$ cat src/logic/tdl_regs.svh
`ifndef TDL_REGS_SVH
`define TDL_REGS_SVH
`define TDL_GCR_WIDTH 32
`define TDL_GCR_ARM_BIT 16
`define TDL_GCR_ARM_MASK 32'h0001_0000
`define TDL_GCR_RESET 32'h0000_0000
`define TDL_SYNC_STAGES 3
`endif

$ cat src/logic/tdl_pkg.sv
package tdl_pkg;
    typedef enum logic [0:0] {
        TDL_DISARMED = 1'b0,
        TDL_ARMED = 1'b1
    } tdl_arm_state_t;
endpackage : tdl_pkg

$ cat src/logic/tdl_sync.sv
`timescale 1ns/1ps
`include "tdl_regs.svh"
module tdl_sync (
    input wire logic sys_clk_i,
    input wire logic sys_rst_i,
    input wire logic async_i,
    output logic level_o
);
    logic [`TDL_SYNC_STAGES-1:0] stage;
    logic [`TDL_SYNC_STAGES-1:0] next_stage;
    logic level;
    logic next_level;

    // The first stage feeds only the second; the filter compares the later two.
    always_comb begin
        next_stage = {stage[`TDL_SYNC_STAGES-2:0], async_i};
        next_level = level;
        if (stage[1] == stage[2]) begin
            next_level = stage[1];
        end
    end

    always_ff @(posedge sys_clk_i) begin
        if (sys_rst_i) begin
            stage <= '0;
            level <= 1'b0;
        end else begin
            stage <= next_stage;
            level <= next_level;
        end
    end

    assign level_o = level;
endmodule : tdl_sync

$ cat src/logic/tdl_tamper_latch.sv
`timescale 1ns/1ps
`include "tdl_regs.svh"
// Function
// - Armed logic with tamper input asserted raises the security violation output.
// - Violation goes only to the security monitor path, never a peripheral interrupt.
// - Reset clears the arm flag, so no violation until software arms.
// - Software cannot clear the arm flag; only reset clears it.
// - Arm flag lives at bit 16 of the general control register.
// - Tamper pin keeps normal GPIO sampling at pad_sample_o, armed or disarmed.
module tdl_tamper_latch
    import tdl_pkg::*;
(
    input wire logic sys_clk_i,
    input wire logic sys_rst_i,
    input wire logic tamper_input_pin_i,
    input wire logic gcr_wr_i,
    input wire logic [`TDL_GCR_WIDTH-1:0] gcr_wdata_i,
    output logic [`TDL_GCR_WIDTH-1:0] general_control_register_o,
    output logic tamper_armed_o,
    output logic pad_sample_o,
    output logic security_violation_o
);
    logic tamper_level;
    tdl_arm_state_t arm_state;
    tdl_arm_state_t next_arm_state;
    logic [`TDL_GCR_WIDTH-1:0] gcr;
    logic [`TDL_GCR_WIDTH-1:0] next_gcr;
    wire logic [`TDL_GCR_WIDTH-1:0] store_word;
    logic violation;
    logic next_violation;
    logic pad_sample;
    logic next_pad_sample;
    logic arm_request;

    // The arm flag and the violation path both ask the same question of the state.
    function automatic logic is_armed(input tdl_arm_state_t state);
        return state == TDL_ARMED;
    endfunction : is_armed

    tdl_sync u_sync (
        .sys_clk_i(sys_clk_i),
        .sys_rst_i(sys_rst_i),
        .async_i(tamper_input_pin_i),
        .level_o(tamper_level)
    );

    // Every bit other than the arm flag is plain storage that takes the written value.
    genvar bit_idx;
    generate
        for (bit_idx = 0; bit_idx < `TDL_GCR_WIDTH; bit_idx = bit_idx + 1) begin : g_store
            assign store_word[bit_idx] = gcr_wr_i ? gcr_wdata_i[bit_idx] : gcr[bit_idx];
        end
    endgenerate

    // Arm state only moves forward; a write of zero to the bit has no effect.
    always_comb begin
        arm_request = gcr_wr_i && gcr_wdata_i[`TDL_GCR_ARM_BIT];
        next_arm_state = arm_state;
        unique case (arm_state)
            TDL_DISARMED: begin
                if (arm_request) begin
                    next_arm_state = TDL_ARMED;
                end
            end
            TDL_ARMED: begin
                next_arm_state = TDL_ARMED;
            end
        endcase
        next_gcr = store_word;
        next_gcr[`TDL_GCR_ARM_BIT] = is_armed(next_arm_state);
        next_violation = is_armed(arm_state) && tamper_level;
        next_pad_sample = tamper_level;
    end

    always_ff @(posedge sys_clk_i) begin
        if (sys_rst_i) begin
            arm_state <= TDL_DISARMED;
            gcr <= `TDL_GCR_RESET;
            violation <= 1'b0;
            pad_sample <= 1'b0;
        end else begin
            arm_state <= next_arm_state;
            gcr <= next_gcr;
            violation <= next_violation;
            pad_sample <= next_pad_sample;
        end
    end

    assign general_control_register_o = gcr;
    assign tamper_armed_o = gcr[`TDL_GCR_ARM_BIT];
    assign pad_sample_o = pad_sample;
    assign security_violation_o = violation;

    property p_no_viol_disarmed;
        @(posedge sys_clk_i) disable iff (sys_rst_i)
        !$past(arm_state == TDL_ARMED) |-> !security_violation_o;
    endproperty
    a_no_viol_disarmed: assert property (p_no_viol_disarmed)
        else $error("Violation raised while disarmed.");

    property p_viol_follows;
        @(posedge sys_clk_i) disable iff (sys_rst_i)
        (arm_state == TDL_ARMED && tamper_level) |=> security_violation_o;
    endproperty
    a_viol_follows: assert property (p_viol_follows)
        else $error("Armed tamper did not raise violation.");

    property p_sticky;
        @(posedge sys_clk_i) disable iff (sys_rst_i)
        tamper_armed_o |=> tamper_armed_o;
    endproperty
    a_sticky: assert property (p_sticky)
        else $error("Arm flag cleared without reset.");

    property p_arm_write;
        @(posedge sys_clk_i) disable iff (sys_rst_i)
        (gcr_wr_i && gcr_wdata_i[`TDL_GCR_ARM_BIT]) |=> tamper_armed_o;
    endproperty
    a_arm_write: assert property (p_arm_write)
        else $error("Write to bit 16 did not arm.");

    property p_reset_clear;
        @(posedge sys_clk_i) sys_rst_i |=> !tamper_armed_o && !security_violation_o;
    endproperty
    a_reset_clear: assert property (p_reset_clear)
        else $error("Reset did not clear arm flag.");

    property p_pad_sample;
        @(posedge sys_clk_i) disable iff (sys_rst_i)
        ##1 pad_sample_o == $past(tamper_level);
    endproperty
    a_pad_sample: assert property (p_pad_sample)
        else $error("Pad sample does not track pin.");

    property p_viol_needs_pin;
        @(posedge sys_clk_i) disable iff (sys_rst_i)
        security_violation_o |-> $past(tamper_level);
    endproperty
    a_viol_needs_pin: assert property (p_viol_needs_pin)
        else $error("Violation without tamper input.");

    property p_self_arm;
        @(posedge sys_clk_i) disable iff (sys_rst_i)
        (!tamper_armed_o && !gcr_wr_i) |=> !tamper_armed_o;
    endproperty
    a_self_arm: assert property (p_self_arm)
        else $error("Arm flag set without write.");

    property p_gcr_store;
        @(posedge sys_clk_i) disable iff (sys_rst_i)
        gcr_wr_i |=> (general_control_register_o | `TDL_GCR_ARM_MASK) ==
            ($past(gcr_wdata_i) | `TDL_GCR_ARM_MASK);
    endproperty
    a_gcr_store: assert property (p_gcr_store)
        else $error("Register did not store the written word.");

    property p_gcr_hold;
        @(posedge sys_clk_i) disable iff (sys_rst_i)
        !gcr_wr_i |=> $stable(general_control_register_o);
    endproperty
    a_gcr_hold: assert property (p_gcr_hold)
        else $error("Register changed without a write.");

    property p_arm_zero_write;
        @(posedge sys_clk_i) disable iff (sys_rst_i)
        (tamper_armed_o && gcr_wr_i && !gcr_wdata_i[`TDL_GCR_ARM_BIT]) |=> tamper_armed_o;
    endproperty
    a_arm_zero_write: assert property (p_arm_zero_write)
        else $error("Write of zero cleared the arm flag.");

    property p_arm_rise;
        @(posedge sys_clk_i) disable iff (sys_rst_i)
        (!tamper_armed_o && gcr_wr_i && gcr_wdata_i[`TDL_GCR_ARM_BIT])
            |=> $rose(tamper_armed_o);
    endproperty
    a_arm_rise: assert property (p_arm_rise)
        else $error("Arm write did not raise the flag in one cycle.");

    property p_armed_match;
        @(posedge sys_clk_i) disable iff (sys_rst_i)
        tamper_armed_o == is_armed(arm_state);
    endproperty
    a_armed_match: assert property (p_armed_match)
        else $error("Arm flag output disagrees with arm state.");

    property p_reset_store;
        @(posedge sys_clk_i)
        sys_rst_i |=> (general_control_register_o == `TDL_GCR_RESET) && !pad_sample_o;
    endproperty
    a_reset_store: assert property (p_reset_store)
        else $error("Reset did not clear register and pad sample.");

    property p_viol_drop;
        @(posedge sys_clk_i) disable iff (sys_rst_i)
        !tamper_level |=> !security_violation_o;
    endproperty
    a_viol_drop: assert property (p_viol_drop)
        else $error("Violation stayed after tamper input fell.");

    property p_viol_armed_pin;
        @(posedge sys_clk_i) disable iff (sys_rst_i)
        security_violation_o |-> $past(tamper_armed_o);
    endproperty
    a_viol_armed_pin: assert property (p_viol_armed_pin)
        else $error("Violation raised without the arm flag.");

    property p_viol_level;
        @(posedge sys_clk_i) disable iff (sys_rst_i)
        (security_violation_o && tamper_level) |=> security_violation_o;
    endproperty
    a_viol_level: assert property (p_viol_level)
        else $error("Violation fell while armed with tamper input high.");

    property p_disarmed_silent;
        @(posedge sys_clk_i) disable iff (sys_rst_i)
        !tamper_armed_o |=> !security_violation_o;
    endproperty
    a_disarmed_silent: assert property (p_disarmed_silent)
        else $error("Violation followed a disarmed cycle.");

    property p_pad_disarmed;
        @(posedge sys_clk_i) disable iff (sys_rst_i)
        (!tamper_armed_o && tamper_level) |=> pad_sample_o;
    endproperty
    a_pad_disarmed: assert property (p_pad_disarmed)
        else $error("Pad sample missed the pin while disarmed.");

    property p_pad_armed;
        @(posedge sys_clk_i) disable iff (sys_rst_i)
        (tamper_armed_o && !tamper_level) |=> !pad_sample_o;
    endproperty
    a_pad_armed: assert property (p_pad_armed)
        else $error("Pad sample missed the pin while armed.");
endmodule : tdl_tamper_latch

$ cat config.mk
export PLATFORM = sky130hd
export DESIGN_NAME = tdl_tamper_latch
export DESIGN_NICKNAME = d
export VERILOG_FILES = /design/src/logic/tdl_pkg.sv /design/src/logic/tdl_sync.sv /design/src/logic/tdl_tamper_latch.sv
export VERILOG_INCLUDE_DIRS = /design/src /design/src/logic
export SDC_FILE = /design/constraint.sdc
export NUM_CORES = 1
export LEC_CHECK = 0
export BUFFER_PORTS_ARGS = -buffer_cell sky130_fd_sc_hd__buf_2
export CORE_ASPECT_RATIO = 1.1
export CORE_MARGIN = 4
export CORE_UTILIZATION = 46
export CTS_BUF_LIST = sky130_fd_sc_hd__clkbuf_8
export DETAILED_ROUTE_END_ITERATION = 6
export PLACE_DENSITY_LB_ADDON = 0.3
export RECOVER_POWER = 50
export SLEW_MARGIN = 10
export SYNTH_ARGS = -nofsm -noshare
export SYNTH_HDL_FRONTEND = slang
export SYNTH_SLANG_ARGS = --single-unit
$ cat constraint.sdc
create_clock -name sys_clk_i -period 0.9 [get_ports sys_clk_i]
set_input_delay 0.045 -clock sys_clk_i [delete_from_list [all_inputs] [get_ports sys_clk_i]]
set_output_delay 0.045 -clock sys_clk_i [all_outputs]
set_load 0.005 [all_outputs]
Word-level counts from Yosys, hierarchy flattened
Index checks and enable logic that the tools add are counted.
{ "classes": {"eq_ne": 1, "mux": 2, "bitwise_logic": 1, "reduce_logical": 2} }
{ "op_table": {"columns": ["cell", "count"], "rows": [
  ["1-bit logical AND", 2],
  ["1-bit case mux with 2 select lines", 1],
  ["1-bit equality test", 1],
  ["1-bit 2-to-1 mux", 1],
  ["1-bit inverter", 1]
]} }
{ "word_totals": {"ff_bits": 38, "input_bits": 36, "output_inout_bits": 35, "wordCells": 12} }

Longest topological paths before layout
{ "logic_depth": {"word_depth": 3, "depth_mapped": 4, "mapped_depth_nobuf": 2} }

Modules after synthesis
A second synthesis with hierarchy kept.
{ "hier_totals": {"hier_cells": 119, "area_unflattened_um2": 1338.8} }
{ "modules_own_cells": {"columns": ["module", "n_inst", "cells_each", "area_each_um2", "seq_area_each_um2"], "rows": [
  ["tdl_tamper_latch", 1, 109, 1226.2, 680.7],
  ["tdl_sync", 1, 10, 112.6, 80.1]
]} }

Least setup slack after synthesis
No wires, ideal clock.
{ "synth_timing": {"path_type": "register to register", "start": "reg u_sync.level (netlist: u_sync.level_o)", "end": "reg violation (netlist: security_violation_o)", "setup_ns": 0.115, "arrival_ns": 0.551, "t_required_ns": 0.785, "path_slack_ns": 0.234, "path_stages_with_launch": 3, "path_buffers": 0, "period_less_slack_ns": 0.666, "path_cell_list": "dfxtp_1 -> nor2b_1 -> and2_1"} }
{ "synth_via": {"elab_chain_cells": 1} }
{ "synth_lines": {"columns": ["item", "line_no", "source"], "rows": [
  ["from (decl)", "tdl_sync.sv:11", "logic level;"],
  ["from (signal assigned)", "tdl_sync.sv:29", "level <= next_level;"],
  ["1-bit logical AND", "tdl_tamper_latch.sv:71", "next_violation = is_armed(arm_state) && tamper_level;"],
  ["to (signal assigned)", "tdl_tamper_latch.sv:84", "violation <= next_violation;"],
  ["to (decl)", "tdl_tamper_latch.sv:29", "logic violation;"]
]} }
Every way passes these cells.
A chain may end at the register's enable or synchronous reset.

==> qor.yml <==
logic_synthesis:
  syn-cell-area_sq_um: 1340
  synthCells: 119
  ys_warn_count: 0
  synth_area_leader_cell: "dfxtp_1"
  syn_nets: 155
  synth.area.top_cells: "dfxtp_1 (57%), mux2i_1 (23%), nor2_1 (9.0%), buf_12 (4.5%), nor2b_1 (1.9%)"
  yosysTopAreaCellShare_pct: 56.77
  synth-seq-cells: 38
  synth.avg_cell_area_sq_um: 11.26
  synth.distinct_cells: 12
  seq_area_frac_synth_pct: 56.77
grt:
  use_met1_pct: 18.39
  overflow: 0
  grt_max_degree: 20
  track_usage_pct: 16.21
  grt_use_met2_pct: 27.60
  antenna_found_initial: 0
  grt_pass1_wl_microns: 4795
  busiest_layer: "met2"
  grt_pass1_vias: 1129
  met3_usage_pct: 4.781
hold_path:
  min_path_cells: 3
  hold_start: "gcr_wdata_i[7]"
  min_to: "general_control_register_o[7]$_SDFFE_PP0P_"
  min_path_type: "in -> reg"
timing:
  finalSetupTns_ns: 0
  rsz0062_at_grt: "false"
  setup_violations: 0
  post-route-min-period_ns: 0.8069
  tightestPinTransition_ns: 0.1598
  period_share_pct: 89.65
  max_slew_margin_pct: 89.04
  slew_viol_final: 0
  fin_skew_ns: 0.003263
  fmax_mhz: 1239
  hold_viol: 0
clock_network:
  clk_pin_slew_ns: 0.07
  clock-sinks: 38
  post_cts_buffers: 0
  cts-root-buf: "clkbuf_8"
  cts_tree: "done"
  clockBufferDepth: 2
  clk_latency_ns: 0.28
  cts_resized: 0
  cts-htree-levels: 2
  cts_buffers: 5
floorplan:
  die-area_sq_um: 3841
  initial_core_util_pct: 48.24
  pin_count: 71
  rows: 20
  core_area_sq_um: 2778
  fp.dieW_microns: 59.46
  die_h_microns: 64.61
drt:
  drt-initial-drc-count: 25
  drcViolationCount: 0
  drt_pass1_iterations: 3
  drtAntennaViolNets: 0
  routed_wl_microns: 2817
  avgRoutedWirePerCell_microns: 12.41
  routed_via_density: 4.617
  num_vias: 1048
critical_path:
  worst_r2r_startpoint: "u_sync.level_o$_SDFFE_PP0N_"
  worst-path-stages: 1
  critical_path_arrival_ns: 0.76
  cp.required_ns: 0.85
  cp_num_buf_inv: 1
  critPathMaxFanout: 4
  cp_top_family: "flip-flops"
  r2r-end: "security_violation_o$_SDFF_PP0_"
  max_stage_delay_ns: 0.36
  r2r.worst_path.cells: 2
  slowest_stage: "dfxtp_1"
  crit_path_start_kind: "flip-flop"
  crit_type: "reg -> out"
  critPathCaptureType: "output port"
  rrSetupSlack_ns: 0.20
  crit_chain: "buf_2"
cells_and_area:
  multi_input_area_sq_um: 480.5
  antennaDiodeCount: 0
  areaGrowthSynthToFinish_pct: 35.01
  n_fill_cell: 239
  drive_gt1_share_pct: 42.27
  nNetsFinal: 229
  final-seq-area_sq_um: 760.7
  fin_util_pct: 65.14
run_status:
  status: "finished clean"
place:
  routabilityCongestion: 0.6961
  io_buffers: 70
  dp_hpwl_microns: 2198
pwr:
  p_leak_nw: 0.9790
  p_per_area_nw_per_um2: 1853
  vdd_drop_max_v: 0.001262
flow_run:
  maxCapViolCount: 0
## cell usage after synthesis
master	count
nor2_1	32
buf_2	4
and2_1	1
a21oi_1	2
nand2_1	1
mux2i_1	31
buf_6	1
nor2b_1	4
o21ai_0	1
dfxtp_1	38
buf_12	3
buf_4	1
## cells in the final DEF (no fill, tap or decap)
master / instances
o21ai_0: 1
buf_4: 2
a21oi_1: 2
clkinv_2: 1
buf_12: 3
nor2b_1: 4
nor2_1: 32
dfxtp_1: 38
mux2i_1: 31
nand2_1: 1
buf_2: 70
dlygate4sd3_1: 1
inv_1: 1
clkbuf_8: 6
and2_1: 1
## what timing repair did
item,in CTS,in global routing
setup endpoints to repair,0,0
endpoints found under the hold margin,1,0
hold buffers,1,0
## how the worst max path moves through the flow
stage,slack [ns],end,start
floorplan,0.23,security_violation_o$_SDFF_PP0_,u_sync.level_o$_SDFFE_PP0N_
global placement,0.17,general_control_register_o[7]$_SDFFE_PP0P_,gcr_wr_i
detailed placement,0.12,general_control_register_o[8]$_SDFFE_PP0P_,gcr_wr_i
CTS,0.08,general_control_register_o[16],arm_state$_SDFF_PP0_
global route,0.04,tamper_armed_o,arm_state$_SDFF_PP0_
finish,0.09,general_control_register_o[16],arm_state$_SDFF_PP0_
## final cells by class
type                       instances  share of cell area (%)
multi-input combinational         72                   26.56
sequential                        38                   42.05
timing repair buffer              76                   24.07
clock buffer                       6                   4.564
tap                               33                   2.282
clock inverter                     2                  0.4841
## report_power, final
part | internal [mW] | leakage [nW] | switching [mW] | total [mW]
Combinational | 0.227 | 0.613 | 0.176 | 0.403
Clock | 0.606 | 0.0524 | 0.528 | 1.13
Sequential | 1.77 | 0.313 | 0.0441 | 1.82
Total | 2.61 | 0.979 | 0.748 | 3.35
## registers in the layout (all words and copies together), names as in the netlist
signal	cells
arm_state	1
u_sync.level_o	1
pad_sample_o	1
security_violation_o	1
general_control_register_o	31
u_sync.stage	3
## cells by family (layout without fill, tap and decap cells)
group                  Yosys count  count (layout)  share of synthesized area [%]
buffers and inverters            9              84                          7.377
DFF                             38              38                          56.77
muxes                           31              31                          23.16
and+or+nand+nor                 38              38                          11.58
AOI/OAI and AO/OA                3               3                          1.120
## per-stage QoR
stage               std cells  area, sq um  hold slack [ns]  total power [mW]  setup slack, ns
global route              227         1809         0.007861             3.518          0.03502
global placement          218         1708           0.2618             2.236           0.1749
floorplan                 119         1340           0.1732             2.071           0.2341
detailed placement        218         1708           0.2766             2.258           0.1226
finish                    227         1809         0.001673             3.353          0.09314
CTS                       227         1809        0.0004299             3.400          0.07750
## layer usage
layer,part of all wire [%],wire length (microns)
met3,9.8,275
met1,41,1146
met2,48,1358
met4,1.3,36
met5,0,0
Power figures use the tool's default switching activity.
